## src/inc/ext_bus_pkg.sv

```systemverilog
// Constants, types and state layout of the external bus port
// Notes on behaviour
// - Address changes in t0, holds idle, floats in reset
// - Read sampled end t2; write driven t2 through t3
// - Program/data select timed like address, high idle
// - Read/write direction in t0, high when idle
// - Write strobe low t1 to t3, data from t2
// - Read strobe low from t1, data latched at t3
// - Strobes float in reset or when not owner
// - Bus strobe low in t0, high in t2
// - Acknowledge ignored when idle, sampled each edge
// - Cycle ends two phases after acknowledge seen low
// - Longer of acknowledge and programmed waits applies
// - Acknowledge low at start gives zero waits when programmed waits are zero
// - Slave mode grants on request, floats pins
// - Accesses stall while bus granted away
// - Never grant during locked read-modify-write
// - Request removed: drop grant, resume when busy high
// - Master mode requests, waits grant and busy high
// - Request toggles between program accesses unless hold
// - Request acts as chip select with grant tied
// - Release on grant loss; grant level readable
// - Busy driven low while owner, released after
// - Mode strap latched at reset exit, software writable
package ext_bus_pkg;

  // Register byte offsets
  localparam logic [7:0] BUS_CTRL_OFS = 8'h00;
  localparam logic [7:0] OP_MODE_OFS = 8'h04;
  localparam logic [7:0] STATUS_OFS = 8'h08;

  // Field positions in bus_control_reg
  localparam int WAIT_LSB = 0;
  localparam int HOLD_POS = 4;
  localparam int GRANT_POS = 5;
  // Field position in operating_mode_reg
  localparam int MASTER_POS = 0;
  // Field positions in status register
  localparam int PHASE_LSB = 0;
  localparam int OWNER_POS = 3;
  localparam int STALL_POS = 4;

  // Reset values
  localparam logic [3:0] WAIT_RESET = 4'h0;
  localparam logic HOLD_RESET = 1'b0;

  // AXI responses
  localparam logic [1:0] RESP_OKAY = 2'h0;
  localparam logic [1:0] RESP_SLVERR = 2'h2;

  // Bus cycle phases
  typedef enum logic [2:0] {
    PH_IDLE = 3'b000,
    PH_T0 = 3'b001,
    PH_T1 = 3'b010,
    PH_T2 = 3'b011,
    PH_T3 = 3'b100
  } phase_t;

  // Pin group driven towards the external bus
  typedef struct packed {
    logic [15:0] addr;
    logic [15:0] dataOut;
    logic dataOe;
    logic progSel;
    logic readDir;
    logic storeEnN;
    logic readEnN;
    logic strobeN;
    logic ctrlOe;
    logic requestN;
    logic requestOe;
    logic grantN;
    logic grantOe;
    logic busyN;
    logic busyOe;
  } pins_t;

  // Whole state of the port
  typedef struct packed {
    phase_t phase;
    pins_t pins;
    logic owner;
    logic strapDone;
    logic masterMode;
    logic [3:0] waitProg;
    logic reqHold;
    logic grantSeen;
    logic [3:0] waitCnt;
    logic ackSeen;
    logic zeroAck;
    logic curWrite;
    logic curProg;
    logic doneValid;
    logic [15:0] doneData;
    logic stalled;
    logic reqReady;
    logic awReady;
    logic wReady;
    logic awHeld;
    logic wHeld;
    logic [7:0] awAddr;
    logic [31:0] wData;
    logic [3:0] wStrb;
    logic bValid;
    logic [1:0] bResp;
    logic arReady;
    logic rValid;
    logic [31:0] rData;
    logic [1:0] rResp;
  } state_t;

endpackage

```

## src/rtl/external_bus_port_arbiter.sv

```systemverilog
// External memory bus controller with bus arbitration
`timescale 1ns/100ps
module external_bus_port_arbiter (
  input wire logic clk_sys, // 40 MHz system clock
  input wire logic rst, // Asynchronous reset, high
  // Core access port
  input wire logic reqValid, // Access pending
  input wire logic reqWrite, // 1 write, 0 read
  input wire logic reqProgram, // 1 program space, 0 data
  input wire logic reqLocked, // Read-modify-write in progress
  input wire logic [15:0] reqAddr, // Access address
  input wire logic [15:0] reqWdata, // Write data
  output logic reqReady, // Access taken, pulse
  output logic doneValid, // Access finished, pulse
  output logic [15:0] doneData, // Read data
  output logic stalled, // Waiting for the bus
  // External bus pins
  output logic [15:0] addrOut, // Address lines
  output logic addrOe, // Address and control enable
  input wire logic [15:0] dataIn, // Data lines in
  output logic [15:0] dataOut, // Data lines out
  output logic dataOe, // Data lines enable
  output logic program_data_select, // High for program space
  output logic read_write_dir, // High read, low write
  output logic store_enable_n, // Write strobe
  output logic read_enable_n, // Read strobe
  output logic bus_strobe_n, // Bus cycle strobe
  input wire logic transfer_ack_n, // Transfer acknowledge
  input wire logic busRequestNIn, // Request pin in
  output logic busRequestNOut, // Request pin out
  output logic busRequestNOe, // Request pin enable
  input wire logic busGrantNIn, // Grant pin in
  output logic busGrantNOut, // Grant pin out
  output logic busGrantNOe, // Grant pin enable
  input wire logic busBusyNIn, // Busy pin in
  output logic busBusyNOut, // Busy pin out
  output logic busBusyNOe, // Busy pin enable
  input wire logic bus_mode_strap, // Initial bus mode
  // AXI4-Lite slave
  input wire logic [7:0] s_axi_awaddr, // Write address
  input wire logic s_axi_awvalid, // Write address valid
  output logic s_axi_awready, // Write address ready
  input wire logic [31:0] s_axi_wdata, // Write data
  input wire logic [3:0] s_axi_wstrb, // Write strobes
  input wire logic s_axi_wvalid, // Write data valid
  output logic s_axi_wready, // Write data ready
  output logic [1:0] s_axi_bresp, // Write response
  output logic s_axi_bvalid, // Write response valid
  input wire logic s_axi_bready, // Write response ready
  input wire logic [7:0] s_axi_araddr, // Read address
  input wire logic s_axi_arvalid, // Read address valid
  output logic s_axi_arready, // Read address ready
  output logic [31:0] s_axi_rdata, // Read data
  output logic [1:0] s_axi_rresp, // Read response
  output logic s_axi_rvalid, // Read data valid
  input wire logic s_axi_rready // Read data ready
);

  ext_bus_pkg::state_t st_reg; // Registered state
  ext_bus_pkg::state_t st_next; // Next state
  logic ackNow; // Acknowledge sampled low now
  logic goEnd; // Wait states satisfied
  logic startOk; // New access may begin

  // Combinational helpers
  assign ackNow = ~transfer_ack_n;
  assign goEnd = (st_reg.zeroAck && st_reg.waitProg == 4'h0) ||
    ((st_reg.ackSeen || ackNow) &&
     st_reg.waitCnt >= st_reg.waitProg);
  assign startOk = st_reg.owner && reqValid && st_reg.strapDone;

  // Next state
  always_comb begin
    st_next = st_reg;
    st_next.reqReady = 1'b0;
    st_next.doneValid = 1'b0;
    st_next.grantSeen = ~busGrantNIn;
    // Mode strap caught on the first edge after reset
    if (!st_reg.strapDone) begin
      st_next.strapDone = 1'b1;
      st_next.masterMode = bus_mode_strap;
      st_next.owner = ~bus_mode_strap;
    end
    // Bus cycle sequencer
    case (st_reg.phase)
      ext_bus_pkg::PH_IDLE: begin
        st_next.pins.readDir = 1'b1;
        st_next.pins.progSel = 1'b1;
        if (startOk && !st_reg.reqReady) begin
          st_next.phase = ext_bus_pkg::PH_T0;
          st_next.reqReady = 1'b1;
          st_next.pins.addr = reqAddr;
          st_next.pins.progSel = reqProgram;
          st_next.pins.readDir = ~reqWrite;
          st_next.pins.strobeN = 1'b0;
          st_next.pins.dataOut = reqWdata;
          st_next.curWrite = reqWrite;
          st_next.curProg = reqProgram;
          st_next.zeroAck = ackNow;
          st_next.ackSeen = 1'b0;
          st_next.waitCnt = 4'h0;
        end
      end
      ext_bus_pkg::PH_T0: begin
        st_next.phase = ext_bus_pkg::PH_T1;
        st_next.pins.storeEnN = ~st_reg.curWrite;
        st_next.pins.readEnN = st_reg.curWrite;
        st_next.ackSeen = ackNow;
      end
      ext_bus_pkg::PH_T1: begin
        st_next.phase = ext_bus_pkg::PH_T2;
        st_next.pins.dataOe = st_reg.curWrite;
        st_next.pins.strobeN = 1'b1;
        st_next.ackSeen = st_reg.ackSeen | ackNow;
      end
      ext_bus_pkg::PH_T2: begin
        // Hold t2 until both wait sources are met
        if (goEnd) begin
          st_next.phase = ext_bus_pkg::PH_T3;
          st_next.pins.storeEnN = 1'b1;
          st_next.pins.readEnN = 1'b1;
          st_next.doneData = dataIn;
        end else begin
          st_next.waitCnt = st_reg.waitCnt + 4'h1;
          st_next.ackSeen = st_reg.ackSeen | ackNow;
        end
      end
      ext_bus_pkg::PH_T3: begin
        // Acknowledge released by the far side here
        st_next.phase = ext_bus_pkg::PH_IDLE;
        st_next.pins.dataOe = 1'b0;
        st_next.doneValid = 1'b1;
        // Program fetch gives up the request between accesses
        if (st_reg.masterMode && st_reg.curProg && !st_reg.reqHold) begin
          st_next.owner = 1'b0;
        end
      end
      default: begin
        st_next.phase = ext_bus_pkg::PH_IDLE;
      end
    endcase
    // Arbitration, only between bus cycles
    if (st_reg.strapDone && st_reg.phase == ext_bus_pkg::PH_IDLE &&
        !(startOk && !st_reg.reqReady)) begin
      if (!st_reg.masterMode) begin
        st_next.pins.requestOe = 1'b0;
        st_next.pins.grantOe = 1'b1;
        if (st_reg.owner && !busRequestNIn && !reqLocked) begin
          st_next.owner = 1'b0;
          st_next.pins.grantN = 1'b0;
        end else if (!st_reg.owner && busRequestNIn) begin
          st_next.pins.grantN = 1'b1;
          if (st_reg.pins.grantN && busBusyNIn) begin
            st_next.owner = 1'b1;
          end
        end else if (!st_reg.owner && st_reg.pins.grantN &&
                     !busRequestNIn) begin
          st_next.pins.grantN = 1'b0;
        end
      end else begin
        st_next.pins.grantOe = 1'b0;
        st_next.pins.grantN = 1'b1;
        st_next.pins.requestOe = 1'b1;
        if (st_reg.owner) begin
          // Give up on grant loss or when nothing is left
          if (!st_reg.grantSeen ||
              (!reqValid && !st_reg.reqHold)) begin
            st_next.owner = 1'b0;
            st_next.pins.requestN = 1'b1;
          end
        end else if (reqValid || st_reg.reqHold) begin
          st_next.pins.requestN = 1'b0;
          if (!st_reg.pins.requestN && !busGrantNIn && busBusyNIn) begin
            st_next.owner = 1'b1;
          end
        end else begin
          st_next.pins.requestN = 1'b1;
        end
      end
    end
    // Pin enables follow bus ownership
    st_next.pins.ctrlOe = st_next.owner;
    st_next.pins.busyOe = st_next.owner;
    st_next.pins.busyN = ~st_next.owner;
    // Registered stall flag, access pending without the bus
    st_next.stalled = st_next.strapDone && reqValid && !st_next.owner;
    // AXI write address and data, either order
    if (st_reg.awReady && s_axi_awvalid) begin
      st_next.awHeld = 1'b1;
      st_next.awAddr = s_axi_awaddr;
    end
    if (st_reg.wReady && s_axi_wvalid) begin
      st_next.wHeld = 1'b1;
      st_next.wData = s_axi_wdata;
      st_next.wStrb = s_axi_wstrb;
    end
    if (st_reg.awHeld && st_reg.wHeld && !st_reg.bValid) begin
      st_next.awHeld = 1'b0;
      st_next.wHeld = 1'b0;
      st_next.bValid = 1'b1;
      st_next.bResp = ext_bus_pkg::RESP_OKAY;
      case (st_reg.awAddr)
        ext_bus_pkg::BUS_CTRL_OFS: begin
          if (st_reg.wStrb[0]) begin
            st_next.waitProg = st_reg.wData[ext_bus_pkg::WAIT_LSB +: 4];
            st_next.reqHold = st_reg.wData[ext_bus_pkg::HOLD_POS];
          end
        end
        ext_bus_pkg::OP_MODE_OFS: begin
          if (st_reg.wStrb[0]) begin
            st_next.masterMode = st_reg.wData[ext_bus_pkg::MASTER_POS];
          end
        end
        ext_bus_pkg::STATUS_OFS: begin
          st_next.bResp = ext_bus_pkg::RESP_OKAY;
        end
        default: begin
          st_next.bResp = ext_bus_pkg::RESP_SLVERR;
        end
      endcase
    end
    if (st_reg.bValid && s_axi_bready) begin
      st_next.bValid = 1'b0;
    end
    st_next.awReady = !st_next.awHeld && !st_next.bValid;
    st_next.wReady = !st_next.wHeld && !st_next.bValid;
    // AXI read
    if (st_reg.arReady && s_axi_arvalid) begin
      st_next.rValid = 1'b1;
      st_next.rResp = ext_bus_pkg::RESP_OKAY;
      st_next.rData = 32'h0000_0000;
      case (s_axi_araddr)
        ext_bus_pkg::BUS_CTRL_OFS: begin
          st_next.rData[ext_bus_pkg::WAIT_LSB +: 4] = st_reg.waitProg;
          st_next.rData[ext_bus_pkg::HOLD_POS] = st_reg.reqHold;
          st_next.rData[ext_bus_pkg::GRANT_POS] = st_reg.grantSeen;
        end
        ext_bus_pkg::OP_MODE_OFS: begin
          st_next.rData[ext_bus_pkg::MASTER_POS] = st_reg.masterMode;
        end
        ext_bus_pkg::STATUS_OFS: begin
          st_next.rData[ext_bus_pkg::PHASE_LSB +: 3] = st_reg.phase;
          st_next.rData[ext_bus_pkg::OWNER_POS] = st_reg.owner;
          st_next.rData[ext_bus_pkg::STALL_POS] = reqValid && !st_reg.owner;
        end
        default: begin
          st_next.rResp = ext_bus_pkg::RESP_SLVERR;
        end
      endcase
    end
    if (st_reg.rValid && s_axi_rready) begin
      st_next.rValid = 1'b0;
    end
    st_next.arReady = !st_next.rValid;
  end

  // State register, everything floats in reset
  always_ff @(posedge clk_sys or posedge rst) begin
    if (rst) begin
      st_reg <= '0;
      st_reg.phase <= ext_bus_pkg::PH_IDLE;
      st_reg.pins.readDir <= 1'b1;
      st_reg.pins.progSel <= 1'b1;
      st_reg.pins.storeEnN <= 1'b1;
      st_reg.pins.readEnN <= 1'b1;
      st_reg.pins.strobeN <= 1'b1;
      st_reg.pins.requestN <= 1'b1;
      st_reg.pins.grantN <= 1'b1;
      st_reg.pins.busyN <= 1'b1;
      st_reg.waitProg <= ext_bus_pkg::WAIT_RESET;
      st_reg.reqHold <= ext_bus_pkg::HOLD_RESET;
    end else begin
      st_reg <= st_next;
    end
  end

  // Outputs straight from the state register
  assign reqReady = st_reg.reqReady;
  assign doneValid = st_reg.doneValid;
  assign doneData = st_reg.doneData;
  assign stalled = st_reg.stalled;
  assign addrOut = st_reg.pins.addr;
  assign addrOe = st_reg.pins.ctrlOe;
  assign dataOut = st_reg.pins.dataOut;
  assign dataOe = st_reg.pins.dataOe;
  assign program_data_select = st_reg.pins.progSel;
  assign read_write_dir = st_reg.pins.readDir;
  assign store_enable_n = st_reg.pins.storeEnN;
  assign read_enable_n = st_reg.pins.readEnN;
  assign bus_strobe_n = st_reg.pins.strobeN;
  assign busRequestNOut = st_reg.pins.requestN;
  assign busRequestNOe = st_reg.pins.requestOe;
  assign busGrantNOut = st_reg.pins.grantN;
  assign busGrantNOe = st_reg.pins.grantOe;
  assign busBusyNOut = st_reg.pins.busyN;
  assign busBusyNOe = st_reg.pins.busyOe;
  assign s_axi_awready = st_reg.awReady;
  assign s_axi_wready = st_reg.wReady;
  assign s_axi_bresp = st_reg.bResp;
  assign s_axi_bvalid = st_reg.bValid;
  assign s_axi_arready = st_reg.arReady;
  assign s_axi_rdata = st_reg.rData;
  assign s_axi_rresp = st_reg.rResp;
  assign s_axi_rvalid = st_reg.rValid;
endmodule

```

## config.mk

```make
export PLATFORM = sky130hd
export DESIGN_NAME = external_bus_port_arbiter
export DESIGN_NICKNAME = d
export VERILOG_FILES = /design/src/inc/ext_bus_pkg.sv /design/src/rtl/external_bus_port_arbiter.sv
export SDC_FILE = /design/constraint.sdc
export NUM_CORES = 1
export LEC_CHECK = 0
export BUFFER_PORTS_ARGS = -buffer_cell sky130_fd_sc_hd__buf_2
export CORE_MARGIN = 4
export CORE_UTILIZATION = 40
export CTS_BUF_LIST = sky130_fd_sc_hd__clkbuf_8
export CTS_CLUSTER_SIZE = 12
export DETAILED_ROUTE_END_ITERATION = 10
export HOLD_SLACK_MARGIN = 0.12
export PLACE_DENSITY = 0.8
export SYNTH_ARGS = -nofsm -noshare
export SYNTH_HDL_FRONTEND = slang
export SYNTH_SLANG_ARGS = --single-unit
```

## constraint.sdc

```tcl
create_clock -name clk_sys -period 4.7 [get_ports clk_sys]
set_input_delay 0.94 -clock clk_sys [delete_from_list [all_inputs] [get_ports clk_sys]]
set_output_delay 0.94 -clock clk_sys [all_outputs]
set_load 0.01 [all_outputs]
```

==> metrics.yaml <==
timing:
  min_period_over_period_pct: 48.1
  hold_violations: 0
  maxSlewViolCount: 0
  whs_ps: 464
  skew_ps: 6.02
  tns_ps: 0
  period_needed_ps: 2260
  tightest_slew_ps: 1070
  relSlewSlack_pct: 28.7
  finalSetupViolCount: 0
  rsz0062_at_grt: "no"
  layout_setup_ws_ps: 2440
  fmax_ghz: 0.442
layout:
  layout_commonest_cell: "buf_2"
  fillers: 1300
  multiInputGateArea_sq_um: 1900
  fin_area_sq_um: 6020
  final_cell_mix: "buf_2 (162), nand2_1 (125), dfrtp_1 (103)"
  diodes: 0
  largest_reg_flops: 36
  stdcell_count: 799
  finalNetCount: 739
  drive_above_1_share_pct: 38.4
  syn_to_final_growth_pct: 11.5
  seqCellArea_sq_um: 2790
power:
  sw_frac_of_total_pct: 35.3
  power_leakage_nw: 3.20
  p_int_w: 0.00226
  p_sw_w: 0.00123
  pwr-share-seq_pct: 46.1
  p_per_area_nw_per_um2: 579
  clkPwrFrac_pct: 17.1
  peakVddDrop_mv: 0.206
  combPwrFrac_pct: 36.8
worst_setup_path:
  arrival_ps: 2530
  worst_setup_path_end_kind: "register"
  crit_type: "reg2reg"
  crit_path_start: "st_reg[110]$_DFFE_PP0P_"
  cp_max_fo: 17
  r2r_start: "st_reg[110]$_DFFE_PP0P_"
  required_ps: 4960
  start_kind: "register"
global_routing:
  grt_pass1_wl_um: 17400
  grt_max_degree: 88
  grtUsageTotal_pct: 13.9
  grt_overflow_total: 0
  antenna_found_initial: 0
  grt_pass1_vias: 3525
logic_synthesis:
  synth_edf_count: 0
  ys_top_cells_by_area: "dfrtp_1 (48%), buf_4 (12%), nand2_1 (8.7%)"
  netlist.top_cell.by_area: "dfrtp_1"
  ys.flop_type: "dfrtp_1"
  yosys_warnings: 0
  synth_compound_area_share_pct: 6.79
  avgSynthCellArea_sq_um: 10.5
  async_flop_share_pct: 100
  yosys_register_bits: 111
  netlist_instances: 516
  synth_top_area_share_pct: 47.7
  ys_seq_area_share_pct: 51.6
  syn_area_sq_um: 5400
  synth_cell_types: 60
  synth_mux_area_share_pct: 9.80
  synth_simple_gate_area_share_pct: 15.4
  synth_top_family_by_area: "simple AND/OR/NAND/NOR gates"
  synthAdderAreaFrac_pct: 1.16
  synth-xor-area-share_pct: 0
floorplanning:
  std_cell_rows: 42
  dieArea_sq_um: 15400
  start_util_pct: 40.8
  core_area_sq_um: 13200
  dieHeight_um: 124
  io_pins: 221
  die-width_um: 124
placed_design:
  place_area_sq_um: 5820
  dpl.hpwl_um: 7980
  portBuffers: 162
  dp.cells: 783
  gp_congestion: 0.815
  dpl_worst_slack_ps: 2160
drt:
  dr.pass1.iters: 4
  drt_iter0_drc: 116
  vias: 3651
  viasPerCell: 4.57
  wire_per_inst_um: 13.3
  ant_nets: 0
  route.detailed.drc: 0
  wirelength_um: 10600
clock_tree:
  cts-buffers-inserted: 9
  clk_path_buf_depth: 2
  clk_latency_ps: 370
  clkTransAtPathRegs_ps: 100
  cts_sinks: 111
  post_cts_buffers: 0
  ctsHoldBuffers: 0
  cts_tree: "yes"
  cts_max_level: 3
  clockRootBuffer: "clkbuf_8"
  post_cts_resized: 0
hold_path:
  min_path_type: "reg2reg"
  worstHoldStart: "store_enable_n$_DFFE_PP1P_"
outcome:
  outcome: "finished clean"
run:
  drv_cap: 0
## cells by family (layout without fill, tap and decap cells)
group / after synthesis / in the layout
AOI/OAI and AO/OA: 53 / 53
adders and majority gates: 5 / 5
DFF: 111 / 111
buffers and inverters: 121 / 201
other: 2 / 29
and+or+nand+nor: 179 / 179
muxes: 45 / 45
## through the flow
stage / utilization, % / total power [W]
after global routing: 45.5 / 0.00376
after global placement: 43.9 / 0.00289
after floorplan: - / 0.00278
after detailed placement: 43.9 / 0.00294
final: 45.5 / 0.00349
after CTS: 45.5 / 0.00355
## power by group through the flow
| stage | Sequential, W | Combinational [W] | Clock (W) |
|---|---|---|---|
| global route | 0.00167 | 0.00143 | 0.000663 |
| finish | 0.00161 | 0.00128 | 0.000595 |
| global placement | 0.00161 | 0.00128 | 0 |
| floorplan | 0.00157 | 0.00121 | 0 |
| detailed placement | 0.00162 | 0.00131 | 0 |
| CTS | 0.00161 | 0.00131 | 0.000625 |
## worst max-delay path, stage by stage, from the launching register on
cell and delay (ps):
dfrtp_1 420, inv_1 70, ha_1 300, nor3b_2 270
nor3_4 110, o21ai_4 570, mux2_2 400
## layer usage
metal,wire length [um],GRT usage [%]
met2,5130,22.5
met5,0,0
met1,4590,17.6
met3,663,3.69
met4,213,5.67
## worst paths after layout
path | endpoint | slack, ps | depth (start not counted)
worst min register to register | store_enable_n$_DFFE_PP1P_ | 460 | 2
max in group asynchronous | busRequestNOut$_DFFE_PP1P_ | 2900 | 3
worst max-delay path | doneData[8]$_DFFE_PP0P_ | 2440 | 6
worst max register to register | doneData[8]$_DFFE_PP0P_ | 2440 | 6
worst min-delay path | store_enable_n$_DFFE_PP1P_ | 460 | 2
min in group asynchronous | doneData[3]$_DFFE_PP0P_ | 830 | 2
## cell type report
| cell class | count | area share [%] |
|---|---|---|
| sequential | 111 | 46.3 |
| clock buffer | 12 | 2.74 |
| multi-input combinational | 311 | 31.5 |
| inverter | 20 | 1.29 |
| tap | 176 | 3.66 |
| timing repair buffer | 165 | 13.8 |
| clock inverter | 4 | 0.727 |
## synthesized netlist by cell type, types with 2 or more instances
master	instances
nand2_1	125
dfrtp_1	103
buf_4	87
mux2_2	27
inv_1	20
nor2_1	15
o21ai_0	14
a21oi_1	11
mux2_4	9
mux2i_1	9
dfstp_2	8
a31oi_1	5
buf_2	5
clkbuf_1	5
ha_1	5
nor2b_1	5
and2_1	3
and3_1	3
nand3_1	3
nor3b_1	3
o211ai_1	3
a31o_2	2
and3b_1	2
buf_6	2
conb_1	2
nor3_2	2
nor4_1	2
o2111ai_1	2
o21a_1	2
o22a_1	2
Power figures use the tool's default switching activity.
